===== config.mk =====
export PLATFORM = sky130hd
export DESIGN_NAME = c16ia_top
export DESIGN_NICKNAME = d
export VERILOG_FILES = /design/src/design/c16ia_pkg.sv /design/src/design/c16ia_top.sv /design/src/design/c16ia_sync.sv /design/src/design/c16ia_gate.sv
export VERILOG_INCLUDE_DIRS = /design/src /design/src/design
export SDC_FILE = /design/constraint.sdc
export NUM_CORES = 1
export LEC_CHECK = 0
export ABC_AREA = 1
export BUFFER_PORTS_ARGS = -buffer_cell sky130_fd_sc_hd__clkbuf_2
export CAP_MARGIN = 10
export CORE_MARGIN = 2
export CORE_UTILIZATION = 35
export CTS_CLUSTER_SIZE = 14
export DETAILED_ROUTE_END_ITERATION = 8
export GPL_ROUTABILITY_DRIVEN = 0
export PLACE_DENSITY_LB_ADDON = 0.15
export SLEW_MARGIN = 20
export SYNTH_ARGS = -nofsm -noshare
export SYNTH_HDL_FRONTEND = slang
export SYNTH_SLANG_ARGS = --single-unit

===== constraint.sdc =====
create_clock -name i_clk -period 3.1 [get_ports i_clk]
set_input_delay 0.465 -clock i_clk [delete_from_list [all_inputs] [get_ports i_clk]]
set_output_delay 0.465 -clock i_clk [all_outputs]
set_load 0.01 [all_outputs]

===== src/design/c16ia_params.svh =====
`ifndef C16IA_PARAMS_SVH
`define C16IA_PARAMS_SVH

// i2c byte addresses of counter instance zero
`define C16IA_ADDR_RELOAD_LO 8'hc5
`define C16IA_ADDR_RELOAD_HI 8'hc6
`define C16IA_ADDR_COUNT_LO  8'heb
`define C16IA_ADDR_COUNT_HI  8'hec

// reset values, slave address and unmapped read fill
`define C16IA_RELOAD_RST     16'h0000
`define C16IA_COUNT_RST      16'h0000
`define C16IA_SLAVE_ADDR     7'h08
`define C16IA_READ_FILL      8'h00

// i2c framing
`define C16IA_BYTE_BITS      4'h8

// clock-hold window: two nine-bit frames of scl periods
`define C16IA_GATE_FRAMES    2
`define C16IA_FRAME_BITS     9
`define C16IA_GATE_SCL       (`C16IA_GATE_FRAMES * `C16IA_FRAME_BITS)

// time base and hold-window time cap
`define C16IA_CLK_PERIOD_NS  10
`define C16IA_TSTOP_US       45
`define C16IA_TSTOP_CYC      ((`C16IA_TSTOP_US * 1000) / `C16IA_CLK_PERIOD_NS)

`endif


===== src/design/c16ia_pkg.sv =====
package c16ia_pkg;

   // i2c target protocol states
   typedef enum logic [2:0] {
      ST_IDLE,
      ST_ADDR,
      ST_AACK,
      ST_WADDR,
      ST_WACK,
      ST_WDATA,
      ST_RDATA,
      ST_RACK
   } c16ia_i2c_state_t;

   // reload load progress, counted in counter-clock edges
   typedef enum logic [1:0] {
      LD_IDLE,
      LD_ARMED,
      LD_STAGED
   } c16ia_load_t;

endpackage


===== src/design/c16ia_top.sv =====
`timescale 1ns/100ps
`include "c16ia_params.svh"

module c16ia_top
   import c16ia_pkg::*;
#(
   parameter logic [6:0] P_SLAVE_ADDR    = `C16IA_SLAVE_ADDR,
   parameter logic [7:0] P_RELOAD_LO     = `C16IA_ADDR_RELOAD_LO,
   parameter logic [7:0] P_RELOAD_HI     = `C16IA_ADDR_RELOAD_HI,
   parameter logic [7:0] P_COUNT_LO      = `C16IA_ADDR_COUNT_LO,
   parameter logic [7:0] P_COUNT_HI      = `C16IA_ADDR_COUNT_HI,
   parameter int         P_GATE_SCL      = `C16IA_GATE_SCL,
   parameter int         P_GATE_TIMEOUT  = 2 * `C16IA_TSTOP_CYC
) (
   // system
   input  wire logic i_clk,
   input  wire logic i_sys_rst,
   // i2c pins, sda open drain
   input  wire logic i_scl,
   input  wire logic i_sda,
   output logic      o_sda,
   output logic      o_sda_oe_n,
   // counter clock, matrix set/reset, clock-hold option
   input  wire logic i_cnt_clk,
   input  wire logic i_cnt_set,
   input  wire logic i_cnt_rst,
   input  wire logic i_hold_en,
   // counter output
   output logic      o_cnt_pulse
);

   logic [5:0]       pins_s;
   logic             scl_s;
   logic             sda_s;
   logic             cclk_s;
   logic             set_s;
   logic             mrst_s;
   logic             hold_s;
   logic [4:0]       prev_ff;
   logic             scl_rise;
   logic             scl_fall;
   logic             i2c_start;
   logic             i2c_stop;
   logic             cnt_rise;
   logic             counted;
   logic             matrix_ev;

   c16ia_i2c_state_t state_ff;
   logic [7:0]       shift_ff;
   logic [3:0]       bit_cnt_ff;
   logic             rw_ff;
   logic             nack_ff;
   logic [7:0]       ptr_ff;
   logic [7:0]       tx_ff;
   logic             oe_n_ff;
   logic             byte_end;
   logic             addr_match;
   logic             waddr_done;
   logic             wr_stb;
   logic             rd_load;
   logic [7:0]       rd_byte;

   logic [7:0]       stage_lo_ff;
   logic [15:0]      reload_ff;
   logic [15:0]      load_buf_ff;
   logic [15:0]      count_ff;
   c16ia_load_t      load_ff;
   logic             pulse_ff;
   logic             gate_trigger;
   logic             gate_active;

   // every pin crosses into i_clk through two flops; i2c lines idle high
   c16ia_sync #(
      .WIDTH   (6),
      .RST_VAL (64'h3)
   ) u_sync (
      .i_clk     (i_clk),
      .i_sys_rst (i_sys_rst),
      .i_async   ({i_hold_en, i_cnt_rst, i_cnt_set, i_cnt_clk, i_sda, i_scl}),
      .o_sync    (pins_s)
   );

   assign scl_s  = pins_s[0];
   assign sda_s  = pins_s[1];
   assign cclk_s = pins_s[2];
   assign set_s  = pins_s[3];
   assign mrst_s = pins_s[4];
   assign hold_s = pins_s[5];

   // previous synchronised levels for edge finding
   always_ff @(posedge i_clk) begin
      if (i_sys_rst) begin
         prev_ff <= 5'h03;
      end else begin
         prev_ff <= {mrst_s, set_s, cclk_s, sda_s, scl_s};
      end
   end

   // bus events; start and stop only while scl stays high
   assign scl_rise  = scl_s && !prev_ff[0];
   assign scl_fall  = !scl_s && prev_ff[0];
   assign i2c_start = scl_s && prev_ff[0] && prev_ff[1] && !sda_s;
   assign i2c_stop  = scl_s && prev_ff[0] && !prev_ff[1] && sda_s;

   // counter events
   assign cnt_rise  = cclk_s && !prev_ff[2];
   assign counted   = cnt_rise && !gate_active;
   assign matrix_ev = (set_s && !prev_ff[3]) || (mrst_s && !prev_ff[4]);

   // decode of the byte just shifted in
   assign byte_end   = scl_fall && (bit_cnt_ff == `C16IA_BYTE_BITS);
   assign addr_match = (shift_ff[7:1] == P_SLAVE_ADDR);
   assign waddr_done = (state_ff == ST_WADDR) && byte_end;
   assign wr_stb     = (state_ff == ST_WDATA) && byte_end;
   assign rd_load    = scl_fall && (((state_ff == ST_AACK) && rw_ff) ||
                                    ((state_ff == ST_RACK) && !nack_ff));

   // read mux; live count comes straight off the count chain
   always_comb begin
      if (ptr_ff == P_RELOAD_LO) begin
         rd_byte = reload_ff[7:0];
      end else if (ptr_ff == P_RELOAD_HI) begin
         rd_byte = reload_ff[15:8];
      end else if (ptr_ff == P_COUNT_LO) begin
         rd_byte = count_ff[7:0];
      end else if (ptr_ff == P_COUNT_HI) begin
         rd_byte = count_ff[15:8];
      end else begin
         rd_byte = `C16IA_READ_FILL;
      end
   end

   // i2c target: shift on scl rise, drive sda on scl fall
   always_ff @(posedge i_clk) begin
      if (i_sys_rst) begin
         state_ff   <= ST_IDLE;
         shift_ff   <= 8'h00;
         bit_cnt_ff <= 4'h0;
         rw_ff      <= 1'b0;
         nack_ff    <= 1'b1;
         ptr_ff     <= 8'h00;
         tx_ff      <= 8'h00;
         oe_n_ff    <= 1'b1;
      end else if (i2c_start) begin
         state_ff   <= ST_ADDR;
         bit_cnt_ff <= 4'h0;
         oe_n_ff    <= 1'b1;
      end else if (i2c_stop) begin
         state_ff   <= ST_IDLE;
         oe_n_ff    <= 1'b1;
      end else if (rd_load) begin
         // first bit goes out on the same fall that ends the ack
         state_ff   <= ST_RDATA;
         oe_n_ff    <= rd_byte[7];
         tx_ff      <= {rd_byte[6:0], 1'b0};
         bit_cnt_ff <= 4'h1;
         ptr_ff     <= ptr_ff + 8'h01;
      end else begin
         case (state_ff)
            ST_ADDR, ST_WADDR, ST_WDATA: begin
               if (scl_rise) begin
                  shift_ff   <= {shift_ff[6:0], sda_s};
                  bit_cnt_ff <= bit_cnt_ff + 4'h1;
               end else if (byte_end) begin
                  bit_cnt_ff <= 4'h0;
                  if (state_ff == ST_ADDR) begin
                     if (addr_match) begin
                        oe_n_ff  <= 1'b0;
                        rw_ff    <= shift_ff[0];
                        state_ff <= ST_AACK;
                     end else begin
                        state_ff <= ST_IDLE;
                     end
                  end else begin
                     // word address loads the pointer, data bumps it
                     ptr_ff   <= (state_ff == ST_WADDR) ? shift_ff : ptr_ff + 8'h01;
                     oe_n_ff  <= 1'b0;
                     state_ff <= ST_WACK;
                  end
               end
            end
            ST_AACK, ST_WACK: begin
               if (scl_fall) begin
                  oe_n_ff  <= 1'b1;
                  state_ff <= (state_ff == ST_AACK) ? ST_WADDR : ST_WDATA;
               end
            end
            ST_RDATA: begin
               if (scl_fall) begin
                  if (bit_cnt_ff == `C16IA_BYTE_BITS) begin
                     oe_n_ff    <= 1'b1;
                     bit_cnt_ff <= 4'h0;
                     state_ff   <= ST_RACK;
                  end else begin
                     oe_n_ff    <= tx_ff[7];
                     tx_ff      <= {tx_ff[6:0], 1'b0};
                     bit_cnt_ff <= bit_cnt_ff + 4'h1;
                  end
               end
            end
            ST_RACK: begin
               if (scl_rise) begin
                  nack_ff <= sda_s;
               end else if (scl_fall) begin
                  state_ff <= ST_IDLE; // a nack ends the read
               end
            end
            default: begin
               state_ff <= ST_IDLE;
            end
         endcase
      end
   end

   assign o_sda      = 1'b0;
   assign o_sda_oe_n = oe_n_ff;

   // reload register; low byte waits in a stage until the high byte lands,
   // so the count chain never sees a half-written reload value
   always_ff @(posedge i_clk) begin
      if (i_sys_rst) begin
         stage_lo_ff <= 8'(`C16IA_RELOAD_RST);
         reload_ff   <= `C16IA_RELOAD_RST;
      end else if (wr_stb) begin
         if (ptr_ff == P_RELOAD_LO) begin
            stage_lo_ff <= shift_ff;
         end
         if (ptr_ff == P_RELOAD_HI) begin
            reload_ff <= {shift_ff, stage_lo_ff};
         end
      end
   end

   // clock hold window, opened by a reload word address
   assign gate_trigger = waddr_done && hold_s &&
                         ((shift_ff == P_RELOAD_LO) || (shift_ff == P_RELOAD_HI));

   c16ia_gate #(
      .SCL_PERIODS (P_GATE_SCL),
      .TIMEOUT_CYC (P_GATE_TIMEOUT)
   ) u_gate (
      .i_clk      (i_clk),
      .i_sys_rst  (i_sys_rst),
      .i_trigger  (gate_trigger),
      .i_scl_rise (scl_rise),
      .o_active   (gate_active)
   );

   // load progress; set/reset arms a two-edge load, reset arms one too
   always_ff @(posedge i_clk) begin
      if (i_sys_rst || matrix_ev) begin
         load_ff <= LD_ARMED;
      end else if (counted) begin
         case (load_ff)
            LD_ARMED:  load_ff <= LD_STAGED;
            LD_STAGED: load_ff <= LD_IDLE;
            default:   load_ff <= LD_IDLE;
         endcase
      end
   end

   // first counted rise of a load captures the reload value
   always_ff @(posedge i_clk) begin
      if (i_sys_rst) begin
         load_buf_ff <= `C16IA_RELOAD_RST;
      end else if (counted && load_ff == LD_ARMED) begin
         load_buf_ff <= reload_ff;
      end
   end

   // count chain; down-counting only, so no overflow path exists
   always_ff @(posedge i_clk) begin
      if (i_sys_rst) begin
         count_ff <= `C16IA_COUNT_RST;
      end else if (counted && !matrix_ev) begin
         case (load_ff)
            LD_STAGED: count_ff <= load_buf_ff;
            LD_IDLE: begin
               if (count_ff == 16'h0000) begin
                  count_ff <= reload_ff;
               end else begin
                  count_ff <= count_ff - 16'h0001;
               end
            end
            default: count_ff <= count_ff;
         endcase
      end
   end

   // one i_clk-wide pulse per underflow, never from a write
   always_ff @(posedge i_clk) begin
      if (i_sys_rst) begin
         pulse_ff <= 1'b0;
      end else begin
         pulse_ff <= counted && !matrix_ev && load_ff == LD_IDLE &&
                     count_ff == 16'h0000;
      end
   end

   assign o_cnt_pulse = pulse_ff;

   a_count_down: assert property (
      @(posedge i_clk) disable iff (i_sys_rst)
      counted && !matrix_ev && load_ff == LD_IDLE && count_ff != 16'h0000
      |=> count_ff == $past(count_ff) - 16'h0001
   ) else $error("count did not fall by one");

   a_underflow_load: assert property (
      @(posedge i_clk) disable iff (i_sys_rst)
      counted && !matrix_ev && load_ff == LD_IDLE && count_ff == 16'h0000
      |=> count_ff == $past(reload_ff) && o_cnt_pulse
   ) else $error("underflow did not reload and pulse");

   a_gated_edge: assert property (
      @(posedge i_clk) disable iff (i_sys_rst)
      cnt_rise && gate_active |=> $stable(count_ff) && !o_cnt_pulse
   ) else $error("counter moved inside hold window");

   a_no_hold_gate: assert property (
      @(posedge i_clk) disable iff (i_sys_rst)
      !hold_s && !gate_active |=> !gate_active
   ) else $error("hold window opened with hold disabled");

   a_two_edge_load: assert property (
      @(posedge i_clk) disable iff (i_sys_rst)
      counted && !matrix_ev && load_ff == LD_ARMED |=> $stable(count_ff) && load_ff == LD_STAGED
   ) else $error("load finished before two counter edges");

   a_hi_commit: assert property (
      @(posedge i_clk) disable iff (i_sys_rst)
      wr_stb && ptr_ff == P_RELOAD_HI
      |=> reload_ff == {$past(shift_ff), $past(stage_lo_ff)}
   ) else $error("reload not committed from low stage and high byte");

   a_live_read: assert property (
      @(posedge i_clk) disable iff (i_sys_rst)
      rd_load && ptr_ff == P_COUNT_LO
      |=> tx_ff == {$past(count_ff[6:0]), 1'b0} && oe_n_ff == $past(count_ff[7])
   ) else $error("live count read not taken from count chain");

   a_gate_start: assert property (
      @(posedge i_clk) disable iff (i_sys_rst)
      waddr_done && hold_s && shift_ff == P_RELOAD_LO |=> gate_active [*2]
   ) else $error("reload address did not open hold window");

   a_single_pulse: assert property (
      @(posedge i_clk) disable iff (i_sys_rst)
      o_cnt_pulse |=> !o_cnt_pulse
   ) else $error("counter pulse longer than one cycle");

endmodule


===== src/design/c16ia_sync.sv =====
`timescale 1ns/100ps

module c16ia_sync #(
   parameter int          WIDTH   = 1,
   parameter logic [63:0] RST_VAL = 64'h0
) (
   // system
   input  wire logic             i_clk,
   input  wire logic             i_sys_rst,
   // asynchronous levels in, synchronised levels out
   input  wire logic [WIDTH-1:0] i_async,
   output logic      [WIDTH-1:0] o_sync
);

   logic [WIDTH-1:0] meta_ff;
   logic [WIDTH-1:0] sync_ff;

   if (WIDTH < 1 || WIDTH > 64) begin
      $error("c16ia_sync: WIDTH out of range");
   end

   // two flops per bit; the first is seen only by the second
   always_ff @(posedge i_clk) begin
      if (i_sys_rst) begin
         meta_ff <= RST_VAL[WIDTH-1:0];
         sync_ff <= RST_VAL[WIDTH-1:0];
      end else begin
         meta_ff <= i_async;
         sync_ff <= meta_ff;
      end
   end

   assign o_sync = sync_ff;

endmodule


===== src/design/c16ia_gate.sv =====
`timescale 1ns/100ps
`include "c16ia_params.svh"

module c16ia_gate #(
   parameter int SCL_PERIODS = `C16IA_GATE_SCL,
   parameter int TIMEOUT_CYC = 2 * `C16IA_TSTOP_CYC
) (
   // system
   input  wire logic i_clk,
   input  wire logic i_sys_rst,
   // window start and i2c clock edges
   input  wire logic i_trigger,
   input  wire logic i_scl_rise,
   // window open
   output logic      o_active
);

   localparam int SW = $clog2(SCL_PERIODS + 1);
   localparam int TW = $clog2(TIMEOUT_CYC + 1);
   localparam logic [SW-1:0] SCL_LAST = SW'(SCL_PERIODS - 1);
   localparam logic [TW-1:0] TO_LAST  = TW'(TIMEOUT_CYC - 1);

   logic          active_ff;
   logic [SW-1:0] scl_cnt_ff;
   logic [TW-1:0] to_cnt_ff;
   logic          scl_done;
   logic          to_done;

   if (SCL_PERIODS < 1 || TIMEOUT_CYC < SCL_PERIODS) begin
      $error("c16ia_gate: window lengths cannot be served");
   end

   assign scl_done = i_scl_rise && (scl_cnt_ff == SCL_LAST);
   // cap guards against a host that stops clocking scl mid-window
   assign to_done  = (to_cnt_ff == TO_LAST);

   // window flag; a new trigger restarts it
   always_ff @(posedge i_clk) begin
      if (i_sys_rst) begin
         active_ff <= 1'b0;
      end else if (i_trigger) begin
         active_ff <= 1'b1;
      end else if (active_ff && (scl_done || to_done)) begin
         active_ff <= 1'b0;
      end
   end

   // scl period count inside the window
   always_ff @(posedge i_clk) begin
      if (i_sys_rst || i_trigger || !active_ff) begin
         scl_cnt_ff <= '0;
      end else if (i_scl_rise) begin
         scl_cnt_ff <= scl_cnt_ff + SW'(1);
      end
   end

   // time cap count inside the window
   always_ff @(posedge i_clk) begin
      if (i_sys_rst || i_trigger || !active_ff) begin
         to_cnt_ff <= '0;
      end else begin
         to_cnt_ff <= to_cnt_ff + TW'(1);
      end
   end

   assign o_active = active_ff;

   a_gate_length: assert property (
      @(posedge i_clk) disable iff (i_sys_rst)
      active_ff && !i_trigger && i_scl_rise && scl_cnt_ff == SCL_LAST |=> !active_ff
   ) else $error("hold window did not close after its scl periods");

endmodule


# Yosys cells after proc, flatten, opt, wreduce, memory -nomap -nowiden
# Index checks and enable logic that the tools add are counted.
dict set report word_totals {
  register_bits 130
  in_bits 8
  elab_cells 184
}
dict set report classes {
  n_addsub 5
  eq_ne 38
  mux 48
  n_bitwise 4
  n_reduce_logical 68
}
# op n
set ops {}
lappend ops {{8-bit 2-to-1 mux} 14}
lappend ops {{8-bit equality test, second input constant} 6}
lappend ops {{5-bit != test, second input constant} 7}
lappend ops {{16-bit one-hot mux with 2 select lines} 1}
lappend ops {{3-bit 2-to-1 mux} 10}
lappend ops {{1-bit logical AND} 25}
lappend ops {{3-bit != test, second input constant} 7}
lappend ops {{4-bit 2-to-1 mux} 5}
lappend ops {{16-bit logical NOT} 1}
lappend ops {{16-bit 2-to-1 mux} 1}
lappend ops {{16-bit by 1-bit subtractor with 16-bit output, second input constant} 1}
lappend ops {{5-bit AND reduction} 3}
lappend ops {{14-bit by 1-bit adder with 14-bit output, second input constant} 1}
lappend ops {{14-bit equality test, second input constant} 1}
lappend ops {{7-bit AND reduction} 2}
lappend ops {{3-bit equality test, second input constant} 4}
lappend ops {{1-bit 2-to-1 mux} 12}
lappend ops {{3-bit one-hot mux with 4 select lines} 1}
lappend ops {{6-bit AND reduction} 2}
lappend ops {{2-bit nonzero test} 6}
lappend ops {{1-bit logical NOT} 10}
lappend ops {{8-bit by 1-bit adder with 8-bit output, second input constant} 1}
lappend ops {{4-bit one-hot mux with 2 select lines} 1}
lappend ops {{8-bit AND reduction} 1}
lappend ops {{other kinds (23)} 40}

# Logic depth before layout (Yosys ltp)
dict set report logic_depth {
  word_depth 9
  ltp_mapped 12
  ltp_nobuf 12
}

# By module
# A second synthesis with hierarchy kept.
dict set report unflattened {
  hier_cells 953
  hier_area_um2 6516.2
}
# module instances cells_per_inst area_per_inst_um2 seq_area_each_um2
set modules_own_cells {}
lappend modules_own_cells {c16ia_top 1 774 5188.7 1941.9}
lappend modules_own_cells {c16ia_gate 1 141 982.2 400.4}
lappend modules_own_cells {c16ia_sync 1 38 345.3 240.2}

# Least setup slack after synthesis
# OpenSTA, ideal clock, no wires.
dict set report synth_path {
  path_type {register to register}
  startpoint {reg bit_cnt_ff[0]}
  endpoint {reg reload_ff[6]}
  setup_time_ps 116
  arrival_ps 1506
  t_required_ps 2984
  path_slack_ps 1478
  path_stages_with_launch 13
  n_path_buf 1
  synth_period_minus_slack_ps 1622
  cell_sequence {dfxtp_1 -> inv_1 -> ha_1 -> nand2_1 -> nor2_1 -> nand2_1 -> inv_1 -> nand2_1 -> nor2_4 -> inv_2 -> buf_6 -> nor2_1 -> nor2_1}
}
dict set report synth_via {
  elab_chain_len 4
}
# item line_no
set synth_rtl {}
lappend synth_rtl {{from (decl)} c16ia_top.sv:50} ;# logic [3:0] bit_cnt_ff;
lappend synth_rtl {{from (signal assigned)} c16ia_top.sv:163} ;# bit_cnt_ff <= bit_cnt_ff + 4'h1;
lappend synth_rtl {{from (signal assigned)} c16ia_top.sv:197} ;# bit_cnt_ff <= bit_cnt_ff + 4'h1;
lappend synth_rtl {{4-bit equality test (no line)} -}
lappend synth_rtl {{1-bit logical AND} c16ia_top.sv:111} ;# assign byte_end = scl_fall && (bit_cnt_ff == `C16IA_BYTE_BITS);
lappend synth_rtl {{1-bit logical AND} c16ia_top.sv:114} ;# assign wr_stb = (state_ff == ST_WDATA) && byte_end;
lappend synth_rtl {{2-bit AND reduction (no line)} -}
lappend synth_rtl {{to (signal assigned)} c16ia_top.sv:223} ;# reload_ff <= `C16IA_RELOAD_RST;
lappend synth_rtl {{to (signal assigned)} c16ia_top.sv:229} ;# reload_ff <= {shift_ff, stage_lo_ff};
lappend synth_rtl {{to (decl)} c16ia_top.sv:64} ;# logic [15:0] reload_ff;
# No other way between the ends.
# A chain may end at the register's enable or synchronous reset.

# Final worst setup path
dict set report layout_path {
  startpoint {reg bit_cnt_ff[0]}
  endpoint {reg reload_ff[0]}
}
# The elaborated chain is that of the path after synthesis.

==> results.toml <==
[outcome]
run_status = "completed"

[yosys]
synth_largest_area_cell = "sky130_fd_sc_hd__dfxtp_1"
synth_cells = 969
postSynthAreaPerCell_um2 = 6.76
count_of_different_cell_masters_after_synthesis = 39
synthesis.area_um2 = 6550
synthDominantCellAreaShare_pct = 39.4
synth.top_cells.by_area = "sky130_fd_sc_hd__dfxtp_1 (39%), sky130_fd_sc_hd__nand2_1 (9.5%), sky130_fd_sc_hd__o21ai_0 (8.3%)"
synth_seq_area_share_pct = 39.4
synth_seq_cells = 129
nets_in_the_synthesized_netlist = 988
yosysWarningCount = 0

[timing]
max_clock_freq_mhz = 455
min_period_ps = 2200
timing_max_transition_violations_final = 0
setup_viol_count_final = 0
rsz0062_at_grt = "no"
setup_tns_ps = 0
relSlewSlack_pct = 42.7
worst_clock_skew_ps = 8.58
worst-slew-pin-transition_ps = 856
holdWs_ps = 223
final-hold-violation-count = 0
finalCritPeriodShare_pct = 70.9

[critical_path]
cpPeakStageDelay_ps = 350
crit_path_cell_chain = "inv_1, ha_1, nand2_1, nor2_1, nand2_1, inv_1, nand2_1, nor2_4, inv_2, o21ai_0, a21oi_1"
timing.critical_path.required_ps = 3400
timing.critical_path.fanout_max = 17
critical_path.endpoint_type = "flop"
cp-start-kind = "flop"
critPathArrivalTime_ps = 2500
most_used_cell_cp = "sky130_fd_sc_hd__nand2_1"
critPathKind = "reg -> reg"
critPathSlowestCell = "sky130_fd_sc_hd__dfxtp_1"

[floorplanning]
initial_core_util_pct = 35.4
floorplan.die.height_um = 141
fp.dieArea_um2 = 19800
ios = 11
die_w_um = 141
placement_rows = 50
core_region_area_um2 = 18500

[finish]
layoutNonFillerInstCount = 1217
area_delta_synth_final_pct = 12.7
share_of_post_route_cells_with_drive_strength_above_1_pct = 7.53
final_net_count = 990
n_antenna_cell = 0
filler_cells_inserted = 2001

[cts]
clock_latency_ps = 430
clock_tree_from_tritoncts = "yes"
clock_tree.htree_level_count = 4
cts_setup_buffers = 0
cts_sinks = 129
clock_tree.root_cell = "sky130_fd_sc_hd__clkbuf_16"
cts_buffers = 17
cts_hold_repair.buffers = 0
cts_buffer_depth = 2
clk_pin_slew_worst_paths_ps = 60
cts_repair_resize_count = 0

[global_route]
initial_antenna_violation_count = 0
grt_overflow = 0
grt_max_degree = 63
grt_first_pass_wirelength_mm = 29.4
gr-usage-all-layers_pct = 18.7
vias_in_the_first_global_route = 5700

[drt]
detailroute.via_count = 6010
postRouteAntennaNets = 0
drc_errors = 0
drt_iter0_markers = 456
wl_per_cell_um = 14.4
drt_pre_antenna_iters = 5
finalWirelength_mm = 17.5
vias_per_cell = 4.94

[power_and_ir_drop]
leakage_nw = 3.26
vdd_drop_max_v = 0.000428
power-per-cell-area_nw_per_um2 = 578

[placement]
portBuffers = 9
placed_cells_incl_taps = 1186
post-dp-hpwl_mm = 12.1

[run]
drv.max_cap_violation_count = 0

[min_path]
worstHoldPathType = "in -> reg"
==> kinds of logic after synthesis <==
logic type | count (synthesis) | synth area share [%]
adder cells (fa/ha/maj) | 11 | 2.10
XOR/XNOR | 20 | 2.67
AND/OR/NAND/NOR | 445 | 29.8
flip-flops | 129 | 39.4
buffers and inverters | 148 | 9.05
other | 1 | 0.0573
AO/OA/AOI/OAI | 215 | 16.9
==> layout by cell type, fill, tap and decap left out, types with 2 or more instances in the layout <==
master	synthesis	layout
sky130_fd_sc_hd__a21oi_1	91	91
sky130_fd_sc_hd__a21oi_2	2	2
sky130_fd_sc_hd__and3_1	2	2
sky130_fd_sc_hd__buf_4	4	7
sky130_fd_sc_hd__bufinv_16	0	2
sky130_fd_sc_hd__clkbuf_16	0	17
sky130_fd_sc_hd__clkbuf_2	1	9
sky130_fd_sc_hd__clkinv_4	0	2
sky130_fd_sc_hd__clkinvlp_4	0	2
sky130_fd_sc_hd__dfxtp_1	129	129
sky130_fd_sc_hd__ha_1	11	11
sky130_fd_sc_hd__inv_1	111	111
sky130_fd_sc_hd__inv_2	2	3
sky130_fd_sc_hd__inv_6	0	6
sky130_fd_sc_hd__nand2_1	165	165
sky130_fd_sc_hd__nand2_2	2	2
sky130_fd_sc_hd__nand3_1	88	88
sky130_fd_sc_hd__nand3b_1	6	6
sky130_fd_sc_hd__nand4_1	9	9
sky130_fd_sc_hd__nor2_1	139	139
sky130_fd_sc_hd__nor2_2	5	5
sky130_fd_sc_hd__nor2_4	2	2
sky130_fd_sc_hd__nor3_1	13	13
sky130_fd_sc_hd__nor3_4	2	2
sky130_fd_sc_hd__nor4_1	4	4
sky130_fd_sc_hd__o21a_1	3	3
sky130_fd_sc_hd__o21ai_0	109	109
sky130_fd_sc_hd__o21ai_1	5	5
sky130_fd_sc_hd__o21ai_2	2	2
sky130_fd_sc_hd__or2_2	5	5
sky130_fd_sc_hd__xnor2_1	7	7
sky130_fd_sc_hd__xor2_1	13	13
==> critical path, delay by kind of cell, from the launching register on <==
family / cells / cell delay, ps
adders and majority gates: 1 / 140
buffers and inverters: 3 / 430
and+or+nand+nor: 5 / 900
AOI/OAI and AO/OA: 2 / 260
DFF: 1 / 350
==> registers in the layout (all words and copies together) (netlist names), 3 cells and up <==
| name | flops |
|---|---|
| state_ff | 3 |
| bit_cnt_ff | 4 |
| u_sync.o_sync | 6 |
| shift_ff | 8 |
| tx_ff | 7 |
| stage_lo_ff | 8 |
| load_buf_ff | 16 |
| u_sync.meta_ff | 6 |
| u_gate.to_cnt_ff | 14 |
| count_ff | 16 |
| reload_ff | 16 |
| prev_ff | 5 |
| u_gate.scl_cnt_ff | 5 |
| ptr_ff | 8 |
==> where the power goes <==
group | total [mW] | switching (mW) | internal [mW]
sequential | 1.79 | 0.0681 | 1.72
combinational | 0.461 | 0.300 | 0.161
clock | 2.02 | 0.802 | 1.22
total | 4.27 | 1.17 | 3.10
==> per-stage QoR <==
stage          setup WS [ps]  power (mW)  cell area, um2  util, %
2_1_floorplan           1480        2.17            6550        -
3_3_place_gp             937        2.28            6800     36.7
3_5_place_dp             932        2.28            6800     36.7
4_1_cts                  906        4.31            7380     39.9
5_1_grt                  614        4.49            7380     39.9
6_report                 903        4.27            7380     39.9
==> routing by layer <==
metal / up-vias / track usage (%) / part of all wire, %
li1: 3159 / - / -
met1: 2709 / 27.2 / 53
met2: 114 / 26.6 / 40
met3: 28 / 3.91 / 3.7
met4: 0 / 7.68 / 2.8
met5: - / 0 / 0
==> path summary, 6_finish.rpt <==
path / startpoint / endpoint / slack, ps / cells past startpoint
max: bit_cnt_ff[0] / reload_ff[0] / 900 / 11
min: i_scl / u_sync.meta_ff[0] / 220 / 2
max reg2reg: bit_cnt_ff[0] / reload_ff[0] / 900 / 11
min reg2reg: u_sync.meta_ff[4] / u_sync.o_sync[4] / 400 / 2
==> layout make-up <==
type                       count  area, um2  area share, %
clock buffer                  18        439           5.95
clock inverter                13        150           2.03
inverter                     114        428           5.79
multi-input combinational    692       3370           45.7
sequential                   129       2580           35.0
tap                          234        293           3.96
timing repair buffer          17        118           1.59
==> synth_stat cells, drive strengths merged <==
cell    instances
nand2         167
nor2          146
dfxtp         129
o21ai         116
inv           113
a21oi          93
nand3          90
clkbuf         22
nor3           16
xor2           13
buf            12
ha             11
nand4           9
xnor2           7
nand3b          6
or2             5
nor4            4
o21a            3
and3            2
a31oi           1
clkinv          1
conb            1
o22ai           1
o311ai          1
(Power assumes the default switching activity.)
